==> src/pfr_pkg.sv <==
/*
 * Constants, types and helpers for the overcurrent and internal
 * overtemperature fault-response block.
 * Assumes a single 100 MHz device clock.
 */
package pfr_pkg;
    // ---------------------------------------------------------------
    // timing
    // ---------------------------------------------------------------
    localparam int CLK_HZ = 100_000_000;
    localparam int TICK_MS = 1;
    localparam int MS_CYCLES = CLK_HZ / 1000 * TICK_MS;
    localparam int OC_DELAY_UNIT_MS = 16;
    localparam int TMR_W = 12;

    // ---------------------------------------------------------------
    // command codes and reset values
    // ---------------------------------------------------------------
    localparam logic [7:0] CMD_OC_RESP = 8'h47;
    localparam logic [7:0] CMD_OT_RESP = 8'hd6;
    localparam logic [7:0] OC_RESP_RST = 8'h00;
    localparam logic [7:0] OT_RESP_RST = 8'hc0;
    localparam logic [7:0] RD_UNMAPPED = 8'h00;

    // ---------------------------------------------------------------
    // response byte fields
    // ---------------------------------------------------------------
    localparam int RESP_HI = 7;
    localparam int RESP_LO = 6;
    localparam int RETRY_HI = 5;
    localparam int RETRY_LO = 3;
    localparam int DLY_HI = 2;
    localparam int DLY_LO = 0;
    localparam logic [1:0] RSP_LIMIT = 2'h0;
    localparam logic [1:0] RSP_BAD = 2'h1;
    localparam logic [1:0] RSP_DEGLITCH = 2'h2;
    localparam logic [1:0] RSP_SHUT = 2'h3;
    localparam logic [1:0] OT_RSP_LATCH = 2'h2;
    localparam logic [1:0] OT_RSP_HYST = 2'h3;
    localparam logic [2:0] RETRY_NONE = 3'h0;

    // ---------------------------------------------------------------
    // status bit positions
    // ---------------------------------------------------------------
    localparam int SB_NONE = 0;
    localparam int SB_CML = 1;
    localparam int SB_IOUT_OC = 4;
    localparam int SW_IOUT = 6;
    localparam int SW_MFR = 4;

    typedef enum logic [2:0] {
        ST_OFF, ST_RUN, ST_LIMIT, ST_RETRY, ST_LATCH, ST_OT
    } pfr_state_e;

    function automatic logic pfr_retry_cont(input logic [7:0] r);
        return r[RETRY_HI:RETRY_LO] != RETRY_NONE;
    endfunction

    function automatic logic [TMR_W-1:0] pfr_oc_delay(
        input logic [7:0] r);
        return TMR_W'(r[DLY_HI:DLY_LO]) * TMR_W'(OC_DELAY_UNIT_MS);
    endfunction
endpackage

==> src/pfr_fault_response.sv <==
/*
 * Overcurrent and internal overtemperature fault response for a
 * two-channel power controller, with its response bytes and status.
 * Assumes a command decoder that presents byte reads and writes as
 * one-cycle strobes, and run inputs already combining the run pin
 * with the operation command.
 */
// Overview of operation
// - overcurrent sets status bits and alert
// - response 00 limits current forever
// - response 10 limits then applies retry
// - response 11 shuts down then applies retry
// - no-retry holds off until run cycled
// - continuous retry spaced by retry interval
// - delay field counts 16ms, deglitch only
// - overcurrent bit clears on listed events
// - overtemp response read only, default c0
// - overtemp sets status bits and alert
// - overtemp response 00/01 raises cml
// - overtemp response 10 disables immediately
// - overtemp response 11 resumes when clear
// - overtemp retry nonzero raises cml
// - overtemp delay field ignored
// - overtemp bit clears on listed events
// - overcurrent response 0x47, paged, default 00
`timescale 1ns/1ps
module pfr_fault_response #(
    parameter int MS_CYCLES = pfr_pkg::MS_CYCLES
) (
    input wire logic mclk,
    input wire logic nrst,
    input wire logic cmd_wr,
    input wire logic cmd_rd,
    input wire logic [7:0] cmd_code,
    input wire logic cmd_page,
    input wire logic [7:0] cmd_wdata,
    output logic [7:0] cmd_rdata,
    output logic cmd_rvalid,
    input wire logic clear_faults,
    input wire logic restore_user_all,
    input wire logic device_soft_reset_command,
    input wire logic [1:0] run_on,
    input wire logic [1:0] oc_detect,
    input wire logic ot_detect,
    input wire logic [7:0] restart_interval_setting,
    input wire logic alert_mask,
    output logic [1:0] out_en,
    output logic [1:0] ilim_en,
    output logic [1:0] status_iout_oc,
    output logic status_mfr_ot,
    output logic status_cml,
    output logic [1:0][7:0] status_byte,
    output logic [1:0][7:0] status_word_hi,
    output logic alert_n
);
    import pfr_pkg::*;

    localparam int PW = $clog2(MS_CYCLES);

    // ---------------------------------------------------------------
    // declarations
    // ---------------------------------------------------------------
    logic [PW-1:0] pre;
    logic tick;
    logic [7:0] oc_resp [2];
    logic [7:0] ot_resp;
    pfr_state_e state [2];
    pfr_state_e next_state [2];
    logic [TMR_W-1:0] tmr [2];
    logic [TMR_W-1:0] next_tmr [2];
    logic [1:0] run_q;
    logic [1:0] run_rise;
    logic [1:0] next_ilim;
    logic [1:0] oc_set;
    logic oc_wr_bad;
    logic ot_wr_bad;
    logic flag_clr;
    logic [1:0] next_oc;
    logic next_ot;
    logic next_cml;

    // ---------------------------------------------------------------
    // millisecond tick
    // ---------------------------------------------------------------
    assign tick = pre == PW'(MS_CYCLES - 1);

    always_ff @(posedge mclk or negedge nrst) begin
        if (!nrst) begin
            pre <= '0;
        end else if (tick) begin
            pre <= '0;
        end else begin
            pre <= pre + PW'(1);
        end
    end

    // ---------------------------------------------------------------
    // response byte access
    // ---------------------------------------------------------------
    assign oc_wr_bad = cmd_wr && cmd_code == CMD_OC_RESP
        && cmd_wdata[RESP_HI:RESP_LO] == RSP_BAD;
    // response byte is read only; bad values still flag
    assign ot_wr_bad = cmd_wr && cmd_code == CMD_OT_RESP
        && (cmd_wdata[RESP_HI:RESP_LO] < OT_RSP_LATCH
        || cmd_wdata[RETRY_HI:RETRY_LO] != RETRY_NONE);

    always_ff @(posedge mclk or negedge nrst) begin
        if (!nrst) begin
            oc_resp[0] <= OC_RESP_RST;
            oc_resp[1] <= OC_RESP_RST;
        end else if (cmd_wr && cmd_code == CMD_OC_RESP && !oc_wr_bad) begin
            oc_resp[cmd_page] <= cmd_wdata;
        end
    end

    // unpaged, never written
    assign ot_resp = OT_RESP_RST;

    always_ff @(posedge mclk or negedge nrst) begin
        if (!nrst) begin
            cmd_rdata <= RD_UNMAPPED;
            cmd_rvalid <= 1'b0;
        end else begin
            cmd_rvalid <= cmd_rd;
            if (cmd_rd) begin
                if (cmd_code == CMD_OC_RESP) begin
                    cmd_rdata <= oc_resp[cmd_page];
                end else if (cmd_code == CMD_OT_RESP) begin
                    cmd_rdata <= ot_resp;
                end else begin
                    cmd_rdata <= RD_UNMAPPED;
                end
            end
        end
    end

    // ---------------------------------------------------------------
    // channel sequencing
    // ---------------------------------------------------------------
    always_comb begin
        for (int c = 0; c < 2; c++) begin
            next_state[c] = state[c];
            next_tmr[c] = tmr[c];
            next_ilim[c] = 1'b0;
            if (tick && tmr[c] != '0) begin
                next_tmr[c] = tmr[c] - TMR_W'(1);
            end
            unique case (state[c])
                ST_OFF: begin
                    // no start while overtemp persists
                    if (run_on[c] && !ot_detect) begin
                        next_state[c] = ST_RUN;
                    end
                end
                ST_RUN: begin
                    if (ot_detect) begin
                        next_state[c] = ST_OT;
                    end else if (oc_detect[c]) begin
                        unique case (oc_resp[c][RESP_HI:RESP_LO])
                            RSP_DEGLITCH: begin
                                next_state[c] = ST_LIMIT;
                                next_tmr[c] =
                                    pfr_oc_delay(oc_resp[c]);
                                next_ilim[c] = 1'b1;
                            end
                            RSP_SHUT: begin
                                if (pfr_retry_cont(oc_resp[c])) begin
                                    next_state[c] = ST_RETRY;
                                    next_tmr[c] = TMR_W'(
                                        restart_interval_setting);
                                end else begin
                                    next_state[c] = ST_LATCH;
                                end
                            end
                            default: begin
                                next_ilim[c] = 1'b1;
                            end
                        endcase
                    end
                end
                ST_LIMIT: begin
                    if (ot_detect) begin
                        next_state[c] = ST_OT;
                    end else if (!oc_detect[c]) begin
                        next_state[c] = ST_RUN;
                    end else if (tmr[c] == '0) begin
                        if (pfr_retry_cont(oc_resp[c])) begin
                            next_state[c] = ST_RETRY;
                            next_tmr[c] = TMR_W'(
                                restart_interval_setting);
                        end else begin
                            next_state[c] = ST_LATCH;
                        end
                    end else begin
                        next_ilim[c] = 1'b1;
                    end
                end
                ST_RETRY: begin
                    if (ot_detect) begin
                        next_state[c] = ST_OT;
                    end else if (tmr[c] == '0) begin
                        next_state[c] = ST_RUN;
                    end
                end
                ST_LATCH: begin
                    next_state[c] = ST_LATCH;
                end
                ST_OT: begin
                    // delay field never consulted
                    if (ot_resp[RESP_HI:RESP_LO] == OT_RSP_HYST) begin
                        if (!ot_detect) begin
                            next_state[c] = ST_RUN;
                        end
                    end else if (clear_faults && !ot_detect) begin
                        next_state[c] = ST_OFF;
                    end
                end
            endcase
            if (!run_on[c]) begin
                next_state[c] = ST_OFF;
                next_ilim[c] = 1'b0;
            end
        end
    end

    always_ff @(posedge mclk or negedge nrst) begin
        if (!nrst) begin
            for (int c = 0; c < 2; c++) begin
                state[c] <= ST_OFF;
                tmr[c] <= '0;
            end
        end else begin
            for (int c = 0; c < 2; c++) begin
                state[c] <= next_state[c];
                tmr[c] <= next_tmr[c];
            end
        end
    end

    always_ff @(posedge mclk or negedge nrst) begin
        if (!nrst) begin
            out_en <= 2'h0;
            ilim_en <= 2'h0;
        end else begin
            for (int c = 0; c < 2; c++) begin
                out_en[c] <= next_state[c] == ST_RUN
                    || next_state[c] == ST_LIMIT;
                ilim_en[c] <= next_ilim[c];
            end
        end
    end

    // ---------------------------------------------------------------
    // latched fault flags
    // ---------------------------------------------------------------
    assign run_rise = run_on & ~run_q;
    assign flag_clr = clear_faults || restore_user_all
        || device_soft_reset_command;

    always_ff @(posedge mclk or negedge nrst) begin
        if (!nrst) begin
            run_q <= 2'h0;
        end else begin
            run_q <= run_on;
        end
    end

    always_comb begin
        for (int c = 0; c < 2; c++) begin
            oc_set[c] = oc_detect[c]
                && (state[c] == ST_RUN || state[c] == ST_LIMIT);
            // set wins over clear
            next_oc[c] = oc_set[c] || (status_iout_oc[c]
                && !(flag_clr || run_rise[c]));
        end
        next_ot = ot_detect || (status_mfr_ot
            && !(clear_faults || |run_rise));
        next_cml = oc_wr_bad || ot_wr_bad
            || (status_cml && !flag_clr);
    end

    always_ff @(posedge mclk or negedge nrst) begin
        if (!nrst) begin
            status_iout_oc <= 2'h0;
            status_mfr_ot <= 1'b0;
            status_cml <= 1'b0;
        end else begin
            status_iout_oc <= next_oc;
            status_mfr_ot <= next_ot;
            status_cml <= next_cml;
        end
    end

    // ---------------------------------------------------------------
    // status bytes and alert
    // ---------------------------------------------------------------
    always_ff @(posedge mclk or negedge nrst) begin
        if (!nrst) begin
            status_byte <= '0;
            status_word_hi <= '0;
            alert_n <= 1'b1;
        end else begin
            for (int c = 0; c < 2; c++) begin
                status_byte[c] <= '0;
                status_word_hi[c] <= '0;
                status_byte[c][SB_NONE] <=
                    next_oc[c] || next_ot;
                status_byte[c][SB_IOUT_OC] <= next_oc[c];
                status_byte[c][SB_CML] <= next_cml;
                status_word_hi[c][SW_IOUT] <= next_oc[c];
                status_word_hi[c][SW_MFR] <= next_ot;
            end
            alert_n <= !((|next_oc || next_ot || next_cml)
                && !alert_mask);
        end
    end
endmodule

==> config.mk <==
export PLATFORM = sky130hd
export DESIGN_NAME = pfr_fault_response
export DESIGN_NICKNAME = d
export VERILOG_FILES = /design/src/pfr_pkg.sv /design/src/pfr_fault_response.sv
export SDC_FILE = /design/constraint.sdc
export NUM_CORES = 1
export LEC_CHECK = 0
export ABC_CLOCK_PERIOD_IN_PS = 3500
export BUFFER_PORTS_ARGS = -buffer_cell sky130_fd_sc_hd__buf_2
export CAP_MARGIN = 20
export CORE_ASPECT_RATIO = 1.1
export CORE_UTILIZATION = 57
export CTS_CLUSTER_DIAMETER = 100
export DETAILED_ROUTE_END_ITERATION = 8
export PLACE_DENSITY = 0.77
export SETUP_SLACK_MARGIN = 0.3
export SYNTH_ARGS = -nofsm -noshare
export SYNTH_HDL_FRONTEND = slang
export SYNTH_SLANG_ARGS = --single-unit
==> constraint.sdc <==
create_clock -name mclk -period 3.5 [get_ports mclk]
set_input_delay 0.7 -clock mclk [delete_from_list [all_inputs] [get_ports mclk]]
set_output_delay 0.7 -clock mclk [all_outputs]
set_load 0.1 [all_outputs]
==> metrics.txt <==
Cell Area, Synth 0.00514 sq mm; Async SR Flop Fraction 100%; skew final 0.0121 ns; clock latency on the worst-skew pair 0.37 ns; die width 92.6 microns; routed wirelength normalized by instance count 17.0 microns; Iter 0 DRT Violations 298; worst setup timing slack at the placement stage 0.933 ns; number of setup buffers added after CTS 0; site row count 36; Clk pwr share 33.2%; sequential share of power 48.3%; Post-synth EDFFs 0; GRT Total Usage 26.5%; minimum setup slack in the final design 1.04 ns; reported net switching power 0.737 mW; Cells after Synth 535; required time of the critical path 3.75 ns; ratio of cells with drive above 1 in the final layout 17.9%; setup slack of the worst register-to-register path 1.04 ns; leakage power total 2.45 nW; antenna violations before repair 0; met2 WL 5870 microns; I/O pin count 88; peak supply drop 402 uV; post-route ant nets 0; transition time at the pin with the least slew margin 0.679 ns; count of final hold-check violations 0; maximum number of buffers from clock root to sink 2; Net Sw Frac 33.8%; uppermost layer routed met4; routability-driven placement congestion ratio 0.957; Max Clk Rate 407 MHz; CP bufs+invs 2; maximum single-stage delay on the critical path 0.46 ns; final setup vio count 0; maxcap violations 0; estimated wirelength of the detail-placed design 8810 microns; clock edge transition at the registers on the reported setup and hold paths 0.08 ns; final routed DRC violation total 0; per-cell via count in the routed design 6.06; clock tree from TritonCTS done; Area Overhead vs Synth 9.34%; final critical-path share of the clock period 70.2%; Die Y 102 microns; pin count of the biggest net entering global routing 86; share of power burned in combinational logic 18.4%; post-synthesis sequential area ratio 41.4%; nets 626; wire length of the first global-routing pass 19600 microns; power density of the placed cells 388 mW/mm^2; Core ar. 0.00883 sq mm; average footprint of a synthesized cell 9.62 sq um; flip-flop and latch area 0.00213 sq mm; kind of start point of the critical path register; crit-path leading delay family simple AND/OR/NAND/NOR gates; number of distinct library cell variants in the gate-level netlist after synthesis 79; cell with the biggest individual delay on the critical path sky130_fd_sc_hd__nor4b_2; effective utilization at floorplan 58.3%; number of warnings issued by yosys 0; Max Transition Viols Final 0; synthesized flop and latch total 85; Metal-1 WL 5230 microns; RSZ-0062 raised after global routing false; routed wire length 11900 microns; run status complete, no violations; Worst Path Max Fanout 8; Int Pwr 1.44 mW; clock tree root driver cell sky130_fd_sc_hd__clkbuf_8; # fillers 750; diodes inserted 0; commonest register cell after synthesis sky130_fd_sc_hd__dfrtp_1; cells along the critical path inv_1 > ha_1 > nor4b_2 > nand4b_1 > a221oi_2 > buf_4 > a311oi_1 > a211o_1; TritonCTS buffer count 9; CTS Sinks 85; type of the worst setup path reg2reg; Relative slew margins 54.5%; total number of vias 4253; Die Footprint 0.00941 sq mm; post-route setup TNS 0 ns; Hold Path Class in2async; grt ovf 0; number of levels in the clock H-tree 3; area used by multi-input combinational logic 0.00268 sq mm; met3 wire length 619 microns; hold buffer count at CTS 0; Arrival @ worst endpoint 2.71 ns; via count of the first global-routing pass 4081; count of cells resized by post-cts repair 0; kind of capture point of the worst setup path register; Port-buffer cells 65; post-layout minimum cycle time 2.46 ns; number of search-and-repair iterations in the first detailed-routing pass 5
==> cells in the final DEF, fill, tap and decap left out, types with 6 or more instances in the layout <==
cell,n
sky130_fd_sc_hd__a21oi_1,18
sky130_fd_sc_hd__and3_1,6
sky130_fd_sc_hd__and4_1,7
sky130_fd_sc_hd__buf_2,64
sky130_fd_sc_hd__clkbuf_8,10
sky130_fd_sc_hd__conb_1,22
sky130_fd_sc_hd__dfrtp_1,84
sky130_fd_sc_hd__inv_1,25
sky130_fd_sc_hd__mux2_1,15
sky130_fd_sc_hd__mux2_2,6
sky130_fd_sc_hd__nand2_1,31
sky130_fd_sc_hd__nand2b_1,9
sky130_fd_sc_hd__nand3_1,17
sky130_fd_sc_hd__nand4_1,19
sky130_fd_sc_hd__nor2_1,39
sky130_fd_sc_hd__nor3_1,14
sky130_fd_sc_hd__o211ai_1,6
sky130_fd_sc_hd__o21ai_0,8
sky130_fd_sc_hd__o22ai_1,12
sky130_fd_sc_hd__o2bb2ai_1,6
sky130_fd_sc_hd__o31ai_1,6
sky130_fd_sc_hd__or3_1,6
sky130_fd_sc_hd__xnor2_1,12
sky130_fd_sc_hd__xor2_1,20
==> cell type report <==
cell class | count | area share, %
flip-flops and latches | 85 | 37.8
clock inverters | 6 | 1.22
well taps | 114 | 2.54
inverters | 25 | 1.67
clock buffers | 10 | 2.45
repair buffers | 69 | 6.72
multi-input cells | 393 | 47.6
==> through the flow <==
| stage | cell area (sq um) | instances | hold slack, ns | utilization, % | power (mW) |
|---|---|---|---|---|---|
| 4_1_cts | 5600 | 701 | 0.496 | 63.4 | 2.19 |
| 6_report | 5630 | 702 | 0.238 | 63.7 | 2.18 |
| 2_1_floorplan | 5220 | 556 | 0.404 | - | 1.40 |
| 3_3_place_gp | 5390 | 685 | 0.462 | 61.1 | 1.46 |
| 3_5_place_dp | 5390 | 685 | 0.467 | 61.1 | 1.47 |
| 5_1_grt | 5630 | 702 | 0.261 | 63.7 | 2.26 |
==> power by group through the flow <==
stage | clock, mW | sequential [mW] | combinational [mW]
floorplan | 0 | 1.13 | 0.270
finish | 0.725 | 1.05 | 0.402
global placement | 0 | 1.07 | 0.393
global route | 0.774 | 1.06 | 0.426
detailed placement | 0 | 1.07 | 0.398
CTS | 0.740 | 1.05 | 0.398
==> layer usage <==
metal  vias to the layer above  GRT usage (%)
li1                       2013              -
met1                      2069           36.0
met2                       149           43.0
met3                        22           3.53
met4                         0           11.1
met5                         -              0
==> cell usage after synthesis (4+ instances only) <==
master / number / area (sq um)
sky130_fd_sc_hd__a31oi_1: 5 / 31.3
sky130_fd_sc_hd__o2bb2ai_1: 6 / 52.6
sky130_fd_sc_hd__nand4_1: 19 / 119
sky130_fd_sc_hd__inv_1: 25 / 93.8
sky130_fd_sc_hd__and3_1: 6 / 37.5
sky130_fd_sc_hd__nor3_2: 4 / 40.0
sky130_fd_sc_hd__o211ai_1: 6 / 45.0
sky130_fd_sc_hd__mux2i_1: 5 / 50.1
sky130_fd_sc_hd__nor4bb_1: 5 / 50.1
sky130_fd_sc_hd__nor4b_1: 5 / 43.8
sky130_fd_sc_hd__nand2_1: 31 / 116
sky130_fd_sc_hd__and4_1: 7 / 61.3
sky130_fd_sc_hd__nand2b_1: 9 / 56.3
sky130_fd_sc_hd__a211oi_1: 4 / 30.0
sky130_fd_sc_hd__nand4b_1: 4 / 35.0
sky130_fd_sc_hd__o21ai_0: 8 / 40.0
sky130_fd_sc_hd__mux2_1: 15 / 169
sky130_fd_sc_hd__ha_1: 5 / 62.6
sky130_fd_sc_hd__clkbuf_1: 17 / 63.8
sky130_fd_sc_hd__a21oi_1: 18 / 90.1
sky130_fd_sc_hd__xnor2_1: 12 / 105
sky130_fd_sc_hd__nor4_1: 4 / 25.0
sky130_fd_sc_hd__nor3_1: 14 / 70.1
sky130_fd_sc_hd__nor2_1: 39 / 146
sky130_fd_sc_hd__xor2_1: 20 / 175
sky130_fd_sc_hd__buf_2: 5 / 25.0
sky130_fd_sc_hd__o22ai_1: 12 / 75.1
sky130_fd_sc_hd__o31ai_1: 6 / 45.0
sky130_fd_sc_hd__dfrtp_1: 84 / 2100
sky130_fd_sc_hd__mux2_2: 6 / 67.6
sky130_fd_sc_hd__and2_1: 4 / 25.0
sky130_fd_sc_hd__or3_1: 6 / 37.5
sky130_fd_sc_hd__buf_4: 30 / 225
sky130_fd_sc_hd__nand3_1: 17 / 85.1
==> path summary, 6_finish.rpt <==
check,from,to,cells past startpoint
worst max-delay path,tmr[12]$_DFF_PN0_,tmr[17]$_DFF_PN0_,8
worst min-delay path,nrst,tmr[9]$_DFF_PN0_,1
worst max register to register,tmr[12]$_DFF_PN0_,tmr[17]$_DFF_PN0_,8
worst min register to register,pre[0]$_DFF_PN0_,pre[0]$_DFF_PN0_,1
max in group asynchronous,nrst,alert_n$_DFF_PN1_,2
min in group mclk,pre[0]$_DFF_PN0_,pre[0]$_DFF_PN0_,1
==> kinds of logic (layout without fill, tap and decap cells) <==
group | count (synthesis) | in the layout | synth area share (%)
compound gates | 108 | 108 | 15.1
xor+xnor | 32 | 32 | 5.45
fa+ha+maj | 5 | 5 | 1.22
buf+inv | 78 | 110 | 8.15
flops | 85 | 85 | 41.4
mux | 26 | 26 | 5.57
other cells | 1 | 22 | 0.0729
simple gates | 200 | 200 | 23.1
==> flip-flops by register name (all words and copies together) (netlist names), 3 cells and up <==
signal,count
cmd_rdata,8
oc_resp,16
pre,17
state,6
status_byte,3
tmr,24
Note: power is estimated with default switching activity, not from simulation.
